<file path="src/hdl/lse_pkg.sv">
// Constants for the load and store stall event counter.
`default_nettype none
package lse_pkg;
  localparam int ADDR_W = 12;
  localparam logic [11:0] CTRL_OFFSET   = 12'h000;
  localparam logic [11:0] COUNT_OFFSET  = 12'h004;
  localparam logic [11:0] STATUS_OFFSET = 12'h008;
  localparam int EVT_LSB    = 0;
  localparam int UMASK_LSB  = 8;
  localparam int ENABLE_BIT = 16;
  localparam logic [31:0] CTRL_RESET  = 32'h0000_0000;
  localparam logic [31:0] COUNT_RESET = 32'h0000_0000;
  localparam logic [7:0] EVT_LOAD_BLOCK  = 8'h03;
  localparam logic [7:0] EVT_STORE_BLOCK = 8'h04;
  localparam logic [7:0] UM_OVERLAP      = 8'h08;
  localparam logic [7:0] UM_UNTIL_RETIRE = 8'h10;
  localparam logic [7:0] UM_FIRST_LEVEL  = 8'h20;
  localparam logic [7:0] UM_DRAIN        = 8'h01;
  localparam logic [7:0] UM_ORDER        = 8'h02;
  localparam logic [7:0] UM_SNOOP        = 8'h08;
  localparam logic [12:0] LINE_BYTES  = 13'h0040;
  localparam logic [12:0] CHUNK_BYTES = 13'h0008;
  localparam logic [4:0]  WIDE_LOAD_BYTES = 5'h10;
  localparam int ST_RETIRE  = 0;
  localparam int ST_L1      = 1;
  localparam int ST_OVERLAP = 2;
  localparam int ST_DRAIN   = 3;
  localparam int ST_ORDER   = 4;
  localparam int ST_SNOOP   = 5;
  localparam int ST_WAIT    = 6;
  localparam int ST_RESUB   = 7;
  localparam int ST_W       = 8;
endpackage
`default_nettype wire

</file>
<file path="src/hdl/lse_event_counter.sv">
// Stall event qualification, load hold tracking and one counter behind APB.
//
// The register addresses and the APB register port were chosen for this implementation.
`timescale 1ns/10ps
`default_nettype none
module lse_event_counter #(
  parameter int MISS_W     = 4,
  parameter int MAX_MISSES = 8
) (
  input  wire logic                           pclk,
  input  wire logic                           presetn,
  input  wire logic                           psel,
  input  wire logic                           penable,
  input  wire logic                           pwrite,
  input  wire logic [lse_pkg::ADDR_W-1:0]     paddr,
  input  wire logic [31:0]                    pwdata,
  output logic      [31:0]                    prdata,
  output logic                                pready,
  output logic                                pslverr,
  input  wire logic                           load_valid,
  input  wire logic [lse_pkg::ADDR_W-1:0]     load_addr,
  input  wire logic [4:0]                     load_size,
  input  wire logic                           load_uncacheable,
  input  wire logic                           load_io,
  input  wire logic                           load_held_other,
  input  wire logic                           load_locked_active,
  input  wire logic [MISS_W-1:0]              demand_misses,
  input  wire logic [MISS_W-1:0]              swpf_misses,
  input  wire logic [MISS_W-1:0]              hwpf_misses,
  input  wire logic                           older_store_valid,
  input  wire logic [lse_pkg::ADDR_W-1:0]     store_addr,
  input  wire logic [4:0]                     store_size,
  input  wire logic                           store_same_page,
  input  wire logic                           store_retired_committed,
  input  wire logic                           drain_serialize,
  input  wire logic                           drain_sync,
  input  wire logic                           drain_intr_ack,
  input  wire logic                           drain_cache_flush,
  input  wire logic                           drain_other,
  input  wire logic                           order_wait_start,
  input  wire logic                           order_observed,
  input  wire logic                           order_bus_read,
  input  wire logic                           snoop_response,
  input  wire logic                           store_port_snoop,
  input  wire logic                           store_pending,
  output logic                                load_wait_store,
  output logic                                store_order_stall,
  output logic                                store_resubmit,
  output logic                                count_tick
);

  typedef struct packed {
    logic [7:0]  evt;
    logic [7:0]  umask;
    logic        enable;
    logic [31:0] count;
    logic        tick;
    logic        wait_load;
    logic        order_stall;
    logic        bus_pending;
    logic        resubmit;
    logic        ready;
    logic        err;
    logic [31:0] rdata;
  } lse_state_type;

  lse_state_type state_reg;
  lse_state_type state_next;

  // True when a span of bytes starting at the given offset crosses a boundary.
  function automatic logic lse_crosses(input logic [12:0] ofs, input logic [4:0] size,
                                       input logic [12:0] bound);
    logic [12:0] last;
    last = ofs + {8'h00, size} - 13'h0001;
    return (size != 5'h00) && ((ofs / bound) != (last / bound));
  endfunction

  localparam int ST_W_C = lse_pkg::ST_W;

  logic [12:0]       l_start;
  logic [12:0]       l_end;
  logic [12:0]       s_start;
  logic [12:0]       s_end;
  logic              any_overlap;
  logic              full_cover;
  logic              store_misaligned;
  logic              line_split;
  logic [MISS_W+1:0] miss_total;
  logic              hit_partial;
  logic              hit_misaligned;
  logic              hit_chunk_split;
  logic              hit_alias;
  logic              cond_retire;
  logic              cond_l1;
  logic              cond_overlap;
  logic              cond_drain;
  logic              cond_snoop;
  logic              order_end;
  logic              sel_hit;
  logic              acc;
  logic              cnt_wr;
  logic [ST_W_C-1:0] status;

  always_comb begin
    l_start = {1'b0, load_addr};
    l_end   = l_start + {8'h00, load_size};
    s_start = {1'b0, store_addr};
    s_end   = s_start + {8'h00, store_size};
    any_overlap      = store_same_page && (l_start < s_end) && (s_start < l_end);
    full_cover       = store_same_page && (l_start >= s_start) && (l_end <= s_end);
    store_misaligned = (s_start & ({8'h00, store_size} - 13'h0001)) != 13'h0000;
    line_split       = lse_crosses(l_start, load_size, lse_pkg::LINE_BYTES);
    miss_total = {2'b00, demand_misses} + {2'b00, swpf_misses} + {2'b00, hwpf_misses};
    hit_partial     = any_overlap && !full_cover;
    hit_misaligned  = full_cover && store_misaligned && (l_start != s_start);
    hit_chunk_split = lse_crosses(l_start, load_size, lse_pkg::CHUNK_BYTES)
                      && (load_size != lse_pkg::WIDE_LOAD_BYTES);
    hit_alias       = !store_same_page && (load_addr == store_addr);
    cond_overlap = load_valid && older_store_valid
                   && (hit_partial || hit_misaligned || hit_chunk_split || hit_alias);
    // Counting every cycle a held load is presented can overcount, never undercount.
    cond_retire = load_valid && (load_uncacheable || line_split || load_held_other);
    cond_l1 = load_valid && ((miss_total > (MISS_W+2)'(MAX_MISSES)) || line_split
              || load_uncacheable || load_io || load_locked_active);
    cond_drain = drain_serialize || drain_sync || drain_intr_ack
                 || drain_cache_flush || drain_other;
    cond_snoop = store_port_snoop && store_pending;
    order_end = order_observed || (state_reg.bus_pending && snoop_response);
  end

  always_comb begin
    sel_hit = 1'b0;
    if (state_reg.evt == lse_pkg::EVT_LOAD_BLOCK) begin
      case (state_reg.umask)
        lse_pkg::UM_UNTIL_RETIRE: sel_hit = cond_retire;
        lse_pkg::UM_FIRST_LEVEL:  sel_hit = cond_l1;
        lse_pkg::UM_OVERLAP:      sel_hit = cond_overlap;
        default:                  sel_hit = 1'b0;
      endcase
    end else if (state_reg.evt == lse_pkg::EVT_STORE_BLOCK) begin
      case (state_reg.umask)
        lse_pkg::UM_DRAIN: sel_hit = cond_drain;
        lse_pkg::UM_ORDER: sel_hit = state_reg.order_stall;
        lse_pkg::UM_SNOOP: sel_hit = cond_snoop;
        default:           sel_hit = 1'b0;
      endcase
    end
  end

  assign acc    = psel && penable && !state_reg.ready;
  assign cnt_wr = psel && penable && state_reg.ready && pwrite && !state_reg.err
                  && (paddr == lse_pkg::COUNT_OFFSET);
  assign status = {state_reg.resubmit, state_reg.wait_load, cond_snoop,
                   state_reg.order_stall, cond_drain, cond_overlap, cond_l1, cond_retire};

  always_comb begin
    state_next = state_reg;
    state_next.ready = acc;
    state_next.tick  = 1'b0;
    state_next.err   = 1'b0;
    state_next.rdata = 32'h0000_0000;
    if (acc) begin
      state_next.err   = 1'b0;
      state_next.rdata = 32'h0000_0000;
      case (paddr)
        lse_pkg::CTRL_OFFSET: state_next.rdata = {15'h0000, state_reg.enable,
                                                  state_reg.umask, state_reg.evt};
        lse_pkg::COUNT_OFFSET:  state_next.rdata = state_reg.count;
        lse_pkg::STATUS_OFFSET: state_next.rdata = {24'h00_0000, status};
        default:                state_next.err = 1'b1;
      endcase
      if (pwrite) begin
        state_next.rdata = 32'h0000_0000;
      end
    end
    // Writes take effect only at the completing edge, so a stalled master never double-writes.
    if (psel && penable && state_reg.ready && pwrite && !state_reg.err
        && (paddr == lse_pkg::CTRL_OFFSET)) begin
      state_next.evt    = pwdata[lse_pkg::EVT_LSB +: 8];
      state_next.umask  = pwdata[lse_pkg::UMASK_LSB +: 8];
      state_next.enable = pwdata[lse_pkg::ENABLE_BIT];
    end
    // A software write to the count wins over an increment in the same cycle.
    if (cnt_wr) begin
      state_next.count = pwdata;
    end else if (state_reg.enable && sel_hit) begin
      state_next.count = state_reg.count + 32'h0000_0001;
      state_next.tick  = 1'b1;
    end
    state_next.wait_load = cond_overlap
                           || (state_reg.wait_load && !store_retired_committed);
    state_next.order_stall = order_wait_start || (state_reg.order_stall && !order_end);
    state_next.bus_pending = (order_bus_read && (state_reg.order_stall || order_wait_start))
                             || (state_reg.bus_pending && !order_end);
    state_next.resubmit = cond_snoop;
  end

  always_ff @(posedge pclk or negedge presetn) begin
    if (!presetn) begin
      state_reg        <= '0;
      state_reg.evt    <= lse_pkg::CTRL_RESET[lse_pkg::EVT_LSB +: 8];
      state_reg.umask  <= lse_pkg::CTRL_RESET[lse_pkg::UMASK_LSB +: 8];
      state_reg.enable <= lse_pkg::CTRL_RESET[lse_pkg::ENABLE_BIT];
      state_reg.count  <= lse_pkg::COUNT_RESET;
    end else begin
      state_reg <= state_next;
    end
  end

  assign prdata            = state_reg.rdata;
  assign pready            = state_reg.ready;
  assign pslverr           = state_reg.err;
  assign load_wait_store   = state_reg.wait_load;
  assign store_order_stall = state_reg.order_stall;
  assign store_resubmit    = state_reg.resubmit;
  assign count_tick        = state_reg.tick;

  logic cfg_on;
  assign cfg_on = state_reg.enable && !cnt_wr;
endmodule
`default_nettype wire

</file>
<file path="config.mk">
export PLATFORM = sky130hd
export DESIGN_NAME = lse_event_counter
export DESIGN_NICKNAME = d
export VERILOG_FILES = /design/src/hdl/lse_pkg.sv /design/src/hdl/lse_event_counter.sv
export SDC_FILE = /design/constraint.sdc
export NUM_CORES = 1
export LEC_CHECK = 0
export BUFFER_PORTS_ARGS = -buffer_cell sky130_fd_sc_hd__buf_2
export CORE_MARGIN = 2
export CORE_UTILIZATION = 36
export CTS_BUF_LIST = sky130_fd_sc_hd__clkbuf_4 sky130_fd_sc_hd__clkbuf_8
export DETAILED_ROUTE_END_ITERATION = 10
export HOLD_SLACK_MARGIN = 0.05
export PLACE_DENSITY = 0.61
export SYNTH_ARGS = -nofsm -noshare
export SYNTH_HDL_FRONTEND = slang
export SYNTH_SLANG_ARGS = --single-unit
</file>
<file path="constraint.sdc">
create_clock -name pclk -period 3.7 [get_ports pclk]
set_clock_uncertainty 0.05 [all_clocks]
set_input_delay 0.37 -clock pclk [delete_from_list [all_inputs] [get_ports pclk]]
set_output_delay 0.37 -clock pclk [all_outputs]
set_load 0.02 [all_outputs]
</file>
Word-level counts from Yosys, hierarchy flattened:

Cells that the tools add are included.

* word-level logic and storage cells: 108
* RAM bits: 0
* register bits after elaboration: 88
* bits in latches: 0
* ROM bits: 0
* memories: 0

* eq/ne operators: 14
* $add $sub $neg: 7
* div/mod/pow operators: 0
* $mul: 0
* reductions and logical operators: 58
* bitwise operators: 1
* shifts and indexed selects: 0
* muxes and demuxes: 11
* order comparisons: 5

Operators with widths (number)
* 32-bit case mux with 3 select lines: 1
* 33-bit two-way mux: 2
* 32-bit two-way mux: 2
* 32-bit by 1-bit adder with 32-bit output, second input constant: 1
* 1-bit logical AND: 29
* 12-bit by 5-bit adder with 13-bit output: 2
* 12-bit by 13-bit less-than comparator with 1-bit output: 2
* 1-bit logical OR: 18
* 8-bit by 2-bit equality test with 1-bit output, second input constant: 2
* 12-bit by 13-bit bitwise AND with 13-bit output: 1
* 13-bit <= comparator: 1
* 13-bit nonzero test: 1
* 13-bit by 1-bit subtractor with 13-bit output, second input constant: 1
* 12-bit equality test: 1
* 12-bit by 3-bit equality test with 1-bit output, second input constant: 1
* 12-bit by 4-bit equality test with 1-bit output, second input constant: 1
* 12-bit >= comparator: 1
* 12-bit logical NOT: 1
* 12-bit != test: 1
* 9-bit by 10-bit != test with 1-bit output: 1
* 8-bit by 1-bit equality test with 1-bit output, second input constant: 1
* 8-bit by 3-bit equality test with 1-bit output, second input constant: 1
* 8-bit by 4-bit equality test with 1-bit output, second input constant: 1
* 8-bit by 5-bit equality test with 1-bit output, second input constant: 1
* other kinds (13): 22

Depth between registers and ports, before layout:

Gate-level depths: netlist of the first run.

* depth after elaboration: 14
* gate-level depth with buffers: 20
* gate-level depth less buffers: 19

Worst setup path before layout of the first run:

No wires, ideal clock.

* path type: input-to-reg
* start point: in load_addr[0] (netlist name)
* end point: reg state_reg[56] (netlist name)
* arrival: 4.323 ns
* setup slack: -0.755 ns
* cell stages on the path: 18
* data required time: 3.568 ns
* path buffers: 0
* setup time: 0.082 ns
* cells stage by stage: ha_1 > inv_1 > fa_1 > nor2b_1 > o22a_1 > xnor2_1 > inv_1 > ha_1 > o21ai_0 > a21oi_1 > o22ai_1 > a221oi_1 > or4_1 > a211o_1 > a311oi_4 > o21ai_2 > or4_1 > a31oi_1

* word-level cells in the longest chain between the ends: 13
* elaborated cells between the ends (all ways): 38

RTL lines
* start: declaration: RTL line lse_event_counter.sv:21 `input wire logic [lse_pkg::ADDR_W-1:0] load_addr,`
* 12-bit by 5-bit adder with 13-bit output / 12-bit >= comparator (equally long branches): RTL line lse_event_counter.sv:74, lse_event_counter.sv:106, lse_event_counter.sv:110
* 13-bit by 1-bit subtractor with 13-bit output, or another cell as far along: RTL line lse_event_counter.sv:74 `last = ofs + {8'h00, size} - 13'h0001;`
* 6-bit by 7-bit != test with 1-bit output / 1-bit logical AND (equally long branches): RTL line lse_event_counter.sv:75, lse_event_counter.sv:110
* 1-bit logical AND, or another cell as far along: RTL line lse_event_counter.sv:75 `return (size != 5'h00) && ((ofs / bound) != (last / bound));`
* 1-bit logical OR, or another cell as far along: RTL line lse_event_counter.sv:123 `cond_l1 = load_valid && ((miss_total > (MISS_W+2)'(MAX_MISSES)) || line_split`
* 1-bit logical OR (on tied branches) (3 in series): RTL line lse_event_counter.sv:124, lse_event_counter.sv:120
* 1-bit logical AND (on tied branches): RTL line lse_event_counter.sv:123, lse_event_counter.sv:120
* 1-bit case mux with 3 select lines *: RTL line lse_event_counter.sv:134 `case (state_reg.umask)`
* 1-bit two-way mux *: RTL line lse_event_counter.sv:133 `if (state_reg.evt == lse_pkg::EVT_LOAD_BLOCK) begin`
* 1-bit logical AND *: RTL line lse_event_counter.sv:186 `end else if (state_reg.enable && sel_hit) begin`
* 2-bit nonzero test (no source line) *
* end signal: assignment: RTL line lse_event_counter.sv:206 `state_reg <= state_next;`
* end: declaration: RTL line lse_event_counter.sv:67 `lse_state_type state_reg;`

Mark *: on every way between the ends. The rest lies on a longest branch, timed or not.
A chain may end at the register's enable or synchronous reset.

Worst setup path after layout of the first run:

* start point: in store_addr[0] (netlist name)
* end point: reg state_reg[50] (netlist name)

* word-level cells in the longest chain between the ends: 13
* elaborated cells between the ends (all ways): 26

RTL lines
* start: declaration: RTL line lse_event_counter.sv:31 `input wire logic [lse_pkg::ADDR_W-1:0] store_addr,`
* 12-bit by 5-bit adder with 13-bit output / 12-bit >= comparator (equally long branches): RTL line lse_event_counter.sv:108, lse_event_counter.sv:110
* 12-bit by 13-bit less-than comparator with 1-bit output, or another cell as far along: RTL line lse_event_counter.sv:109 `any_overlap = store_same_page && (l_start < s_end) && (s_start < l_end);`
* 1-bit logical AND (on tied branches): RTL line lse_event_counter.sv:109, lse_event_counter.sv:110
* 1-bit logical AND, or another cell as far along: RTL line lse_event_counter.sv:109
* 1-bit logical AND (on tied branches): RTL line lse_event_counter.sv:114, lse_event_counter.sv:115
* 1-bit logical OR (2 in series): RTL line lse_event_counter.sv:120 `&& (hit_partial || hit_misaligned || hit_chunk_split || hit_alias);`
* 1-bit logical OR *: RTL line lse_event_counter.sv:120
* 1-bit logical AND *: RTL line lse_event_counter.sv:120
* 1-bit case mux with 3 select lines *: RTL line lse_event_counter.sv:134
* 1-bit two-way mux *: RTL line lse_event_counter.sv:133
* 1-bit logical AND *: RTL line lse_event_counter.sv:186
* 2-bit nonzero test (no source line) *

Marks and branches as above.

==> flow_metrics.tcl, run 1 <==
set metrics [dict create \
    outcome "complete, but fails checks" \
    failed_checks "setup timing" \
    drive_gt1_share_pct 39.3 \
    hpwl_um 15700 \
    first_pass_iters 5 \
    die_w_um 142 \
    ys_seq_area_share_pct 32.3 \
    p_sw_mw 0.761 \
    routed_wl_um 19900 \
    r2r_slack_ns 0.44 \
    start_util_pct 36.6 \
    rsz0062_at_grt "true" \
    synth_edf_count 0 \
    cts_sinks 88 \
    multi_input_area_um2 4460 \
    ant_nets 0 \
    htreeDepth 3 \
    cp-start-kind "primary input" \
    globalplace.congestion 0.870 \
    met1Wirelength_um 9350 \
    cts_hold_buf 0 \
    slowest_delay_ns 0.43 \
    synthFlopType "dfrtp_1" \
    post-route-period-util_pct 116 \
    worst_slack_ns -0.582 \
    clock_latency_ns 0.36 \
    crit_buf_inv 4 \
    crit_chain "buf_8, ha_4, inv_2, fa_2, nor2b_4, o31a_1, nor2_2, or3_4, xnor2_2, ha_1, nand3_1, nor2_1, a221o_1, a21o_1, a221oi_2, nand3_2, a311oi_4, buf_12, buf_6, o21ai_4, or4_1, a31oi_1" \
    fin_crit_ns 4.28 \
    drt-initial-drc-count 333 \
    rr_worst_depth 9 \
    setup_viol 33 \
    crit_arrival_ns 4.51 \
    finish.utilization_pct 49.6 \
    portBuffers 151 \
    layout_common_cells "144 x buf_2, 139 x buf_4, 88 x dfrtp_1" \
    finalHoldViolations 0 \
    comb_power_share_pct 33.4 \
    final_area_um2 9250 \
    path_class "primary input to flip-flop" \
    wl_per_cell_um 16.0 \
    drc 0 \
    crit_path_end_kind "flip-flop" \
    viasPerCell 5.16 \
    critPathRequiredTime_ns 3.92 \
    syn_nets 936 \
    hold_class "primary input to async pin" \
    synth_cells 758 \
    finalNetCount 1186 \
    grt_pass1_vias 6300 \
    cp_max_fo 6 \
    rows 50 \
    power_density_nw_per_um2 258 \
    p_leak_nw 4.65 \
    grt_start_max_net_pins 71 \
    dieArea_um2 20100 \
    crit_family "compound AO/OA/AOI/OAI gates" \
    clkSlewWorstSetupHoldPaths_ns 0.10 \
    r2r-start "state_reg[74]" \
    switching_share_pct 31.9 \
    via_count 6440 \
    grt_usage_pct 19.8 \
    dr_wl_met2_um 9270 \
    ir_worst_vdd_uv 130 \
    largest_register_ff_count 50 \
    antenna_found_initial 1 \
    highest-signal-layer "met5" \
    final.fill_count 1822 \
    core_um2 18600 \
    regArea_um2 2200 \
    worstReg2RegEnd "state_reg[47]" \
    routed-wl-met3_um 921 \
    die_y_um 142 \
    place_area_um2 8610 \
    p_int_mw 1.63 \
    io_pins 152 \
    p_seq_share_pct 40.6 \
    clk_path_buf_depth 2 \
    fmax_ghz 0.234 \
    cts_tree "built" \
    n_antenna_cell 0 \
    avgSynthCellArea_um2 9.00 \
    synth_area_um2 6820 \
    area_delta_synth_final_pct 35.6 \
    setup.worst_path.start "store_addr[0]" \
    synth-async-reset-ratio_pct 100 \
    gr-total-overflow 0 \
    cts-root-buf "clkbuf_8" \
    ys_ff_latch 88 \
    report.final.slew_viol_count 0 \
    clkPwrFrac_pct 26.0 \
    cts_made_buffers 9 \
    worstMarginPinSlew_ns 0.965 \
    ys_types 64 \
    slew-limit-headroom_pct 35.7 \
    layout_commonest_cell "buf_2" \
    grt_pass1_wl_um 31900 \
    cp_slowest_cell "or4_1" \
    maxCapViolations 0 \
    ys_warn_count 0 \
]
## synthesized netlist by cell type (3+ instances only)
master | n | share of area, %
a211oi_1 | 7 | 0.77
a21o_1 | 9 | 0.99
a21oi_1 | 21 | 1.5
a221oi_1 | 7 | 0.90
a31oi_1 | 9 | 0.83
and2_1 | 11 | 1.0
and3_1 | 35 | 3.2
buf_1 | 3 | 0.17
buf_2 | 3 | 0.22
buf_4 | 32 | 3.5
clkbuf_1 | 19 | 1.0
dfrtp_1 | 88 | 32
fa_1 | 7 | 2.1
ha_1 | 57 | 10
inv_1 | 48 | 2.6
mux2_2 | 17 | 2.8
mux2i_1 | 19 | 2.8
nand2_1 | 55 | 3.0
nand2b_1 | 4 | 0.37
nand3_1 | 18 | 1.3
nand4_1 | 13 | 1.2
nor2_1 | 61 | 3.4
nor2b_1 | 6 | 0.55
nor3_1 | 13 | 0.95
nor4_1 | 6 | 0.55
o2111ai_1 | 12 | 1.5
o211a_1 | 3 | 0.44
o211ai_1 | 19 | 2.1
o21a_1 | 3 | 0.33
o21ai_0 | 45 | 3.3
o22a_1 | 3 | 0.39
or3_1 | 9 | 0.83
or4_1 | 6 | 0.66
xnor2_1 | 22 | 2.8
xor2_1 | 29 | 3.7
## routing by layer
layer | vias to the layer above | GRT usage [%]
met5 | - | 0
met4 | 2 | 5.00
met3 | 27 | 3.41
met2 | 160 | 32.9
met1 | 3058 | 26.8
li1 | 3193 | -
## power groups by stage
stage                     Combinational, mW  Clock [mW]  Sequential [mW]
after floorplan                       0.348           0            0.994
after global placement                0.700           0            0.990
after detailed placement              0.711           0            0.990
after CTS                             0.755       0.638            0.971
after global routing                  0.877       0.671            0.972
final                                 0.797       0.621            0.971
## worst max path at each step
| stage | cells past startpoint | slack, ns | end |
|---|---|---|---|
| final | 22 | -0.58 | state_reg[50] |
| after global routing | 21 | -0.82 | state_reg[66] |
| after CTS | 21 | -0.51 | state_reg[56] |
| after detailed placement | 20 | -1.0 | state_reg[50] |
| after global placement | 20 | -0.91 | state_reg[56] |
| after floorplan | 19 | -0.61 | state_reg[56] |
## final cells by class
type                            instances  share of cell area (%)
Clock buffer                            9                    1.34
Multi-Input combinational cell        564                    48.2
Clock inverter                          7                   0.582
Timing Repair Buffer                  296                    20.9
Inverter                               49                    1.99
Tap cell                              234                    3.17
Sequential cell                        88                    23.8
## cell families (layout without fill, tap and decap cells)
kind of cell,Yosys count,after routing,synth area share (%)
AND/OR/NAND/NOR,245,245,18.0
flip-flops,88,88,32.3
XOR/XNOR,52,52,6.79
multiplexers,36,36,5.60
AO/OA/AOI/OAI,165,165,16.9
adder cells (fa/ha/maj),66,66,12.8
buffers and inverters,106,361,7.65
## per-stage QoR
| step | hold slack [ns] | total power [mW] | setup TNS (ns) | std cells | worst slack [ns] |
|---|---|---|---|---|---|
| 2_1_floorplan | 0.0244 | 1.34 | -15.16 | 758 | -0.605 |
| 3_3_place_gp | 0.424 | 1.69 | -27.96 | 1217 | -0.914 |
| 3_5_place_dp | 0.434 | 1.70 | -30.41 | 1217 | -0.999 |
| 4_1_cts | 0.0993 | 2.36 | -13.42 | 1241 | -0.513 |
| 5_1_grt | 0.150 | 2.52 | -22.87 | 1247 | -0.816 |
| 6_report | 0.0790 | 2.39 | -14.97 | 1247 | -0.582 |
## what timing repair did
item | in CTS | in global routing
gates resized for setup | 49 | 29
setup buffers | 8 | 6
endpoints found under the setup margin | 35 | 35
pin swaps | 35 | 26
gates cloned | 0 | 1
## worst reg2reg max path, stage by stage (launching register included)
cell      delay (ns)
dfrtp_1         0.42
nor3_1          0.33
nand4_1         0.19
nor2_1          0.12
a31oi_1         0.08
nor4b_1         0.34
o211a_1         0.83
o211ai_1        0.27
or3_1           0.41
a31oi_1         0.16
Note: power is estimated with default switching activity, not from simulation.
==> run 2: changes to the inputs <==
--- a/config.mk
+++ b/config.mk
@@ -12,6 +12,7 @@
 export DETAILED_ROUTE_END_ITERATION = 10
 export HOLD_SLACK_MARGIN = 0.05
 export PLACE_DENSITY = 0.61
+export RECOVER_POWER = 100
 export SYNTH_ARGS = -nofsm -noshare
 export SYNTH_HDL_FRONTEND = slang
 export SYNTH_SLANG_ARGS = --single-unit
==> run 2 against run 1 <==
  * The flow finishes with violations (capacitance limit, slew limit, setup timing)
  * Wire length barely moved
  * Cell count did not move
  * Clock power barely moved
  * Power fell by 0.12%
  * Utilization fell by 0.32 points
  * Register-to-register slack got worse by 0.02 ns
  * Global-route usage did not move
==> flow_metrics.tcl, run 2 (synthesized netlist as in run 1, its figures left out) <==
set metrics [dict create \
    outcome "complete, but fails checks" \
    failed_checks "capacitance limit, slew limit, setup timing" \
    portBuffers 151 \
    viasPerCell 5.17 \
    htreeDepth 3 \
    die_y_um 142 \
    drt-initial-drc-count 332 \
    cp_max_fo 6 \
    fmax_ghz 0.233 \
    grt_start_max_net_pins 71 \
    io_pins 152 \
    slowest_delay_ns 0.43 \
    slew-limit-headroom_pct -32.9 \
    dieArea_um2 20100 \
    power_density_nw_per_um2 260 \
    grt_usage_pct 19.8 \
    grt_busiest_layer "met2" \
    use_met3_pct 3.41 \
    met2_usage_pct 32.9 \
    worstMarginPinSlew_ns 1.99 \
    gr-total-overflow 0 \
    dp_slack_ns -0.999 \
    crit_path_end_kind "flip-flop" \
    post-route-period-util_pct 116 \
    rows 50 \
    core_um2 18600 \
    final_area_um2 9190 \
    grt_pass1_wl_um 31900 \
    largest_register_ff_count 50 \
    setup_viol 33 \
    drive_gt1_share_pct 35.1 \
    report.final.slew_viol_count 108 \
    cts_made_buffers 9 \
    final.fill_count 1839 \
    crit_chain "buf_8, ha_4, inv_2, fa_2, nor2b_4, o31a_1, nor2_2, or3_4, xnor2_2, ha_1, nand3_1, nor2_1, a221o_1, a21o_1, a221oi_2, nand3_2, a311oi_4, buf_12, buf_6, o21ai_4, or4_1, a31oi_1" \
    cts_tree "built" \
    die_w_um 142 \
    routed_wl_um 19900 \
    clkSlewWorstSetupHoldPaths_ns 0.10 \
    wl_per_cell_um 16.0 \
    rsz0062_at_grt "true" \
    cts_sinks 88 \
    first_pass_iters 5 \
    cp-start-kind "primary input" \
    fin_crit_ns 4.29 \
    grtUsageMet1_pct 26.8 \
    area_delta_synth_final_pct 34.8 \
    ant_nets 0 \
    globalplace.congestion 0.870 \
    path_class "primary input to flip-flop" \
    cp_slowest_cell "or4_1" \
    layout_common_cells "136 x buf_4, 105 x buf_2, 88 x dfrtp_1" \
    p_leak_nw 4.47 \
    hpwl_um 15700 \
    crit_arrival_ns 4.51 \
    n_antenna_cell 0 \
    place_area_um2 8610 \
    antenna_found_initial 1 \
    clock_latency_ns 0.36 \
    critPathRequiredTime_ns 3.92 \
    hold_class "primary input to flip-flop" \
    finalHoldViolations 0 \
    drc 0 \
    via_count 6449 \
    layout_commonest_cell "buf_4" \
    maxCapViolations 2 \
    hold_depth 2 \
    grt_pass1_vias 6300 \
    finalNetCount 1186 \
    clk_path_buf_depth 2 \
    worst_slack_ns -0.588 \
    rr_worst_depth 9 \
    cts-root-buf "clkbuf_8" \
    start_util_pct 36.6 \
    ir_worst_vdd_uv 131 \
]
-- run 2: changes by cell type in the layout (fill, tap and decap cells not counted), sizes merged --
cell	before	now
buf	296	254
clkbuf	9	51
-- run 2: layer usage --
metal	routed length, µm	vias to the layer above
met4	355	2
met5	11	-
li1	-	3193
met1	9300	3061
met3	1020	27
met2	9240	166
-- run 2: area by class of cell --
cell class	count	area (µm²)	area share (%)
Inverter	49	184	2.00
Clock inverter	7	53.8	0.586
Timing Repair Buffer	296	1870	20.4
Clock buffer	9	124	1.35
Tap cell	234	293	3.19
Multi-Input combinational cell	564	4460	48.5
Sequential cell	88	2200	24.0
-- run 2: worst paths after layout --
kind,startpoint,end,slack [ns]
setup reg to reg,state_reg[78],state_reg[47],0.42
setup / recovery,store_addr[0],state_reg[50],-0.59
min in group asynchronous,presetn,prdata[20],0.42
hold / removal,order_observed,state_reg[35],0.16
hold reg to reg,pready,pready,0.46
max in group asynchronous,presetn,state_reg[86],1.51
-- run 2: critical path, delay by kind of cell --
| kind | cells | cell delay [ns] |
|---|---|---|
| AO/OA/AOI/OAI | 7 | 1.54 |
| buffers and inverters | 4 | 0.38 |
| XOR/XNOR | 1 | 0.21 |
| AND/OR/NAND/NOR | 7 | 1.23 |
| adder cells (fa/ha/maj) | 3 | 0.77 |
-- run 2: what timing repair did --
| action | 4_1_cts | 5_1_grt |
|---|---|---|
| endpoints found under the setup margin | 35 | 35 |
| hold buffers | 0 | 0 |
| pin swaps | 35 | 26 |
| setup buffers | 8 | 6 |
| resized for setup | 49 | 29 |
| gates cloned | 0 | 1 |
-- run 2: stage by stage --
| step | hold WS (ns) | power, mW | setup TNS (ns) | cells | util [%] |
|---|---|---|---|---|---|
| after global placement | 0.424 | 1.69 | -27.96 | 1217 | 46.2 |
| after detailed placement | 0.434 | 1.70 | -30.41 | 1217 | 46.2 |
| after CTS | 0.0993 | 2.36 | -13.42 | 1241 | 48.5 |
| after floorplan | 0.0244 | 1.34 | -15.16 | 758 | - |
| after global routing | 0.151 | 2.52 | -22.90 | 1247 | 49.3 |
| final | 0.159 | 2.39 | -15.02 | 1247 | 49.3 |
-- run 2: power breakdown --
part           total, mW  internal (mW)  switching [mW]  leakage [nW]
Clock              0.620          0.252           0.368        0.0944
Combinational      0.795          0.409           0.386          3.17
Sequential         0.971          0.966         0.00512          1.21
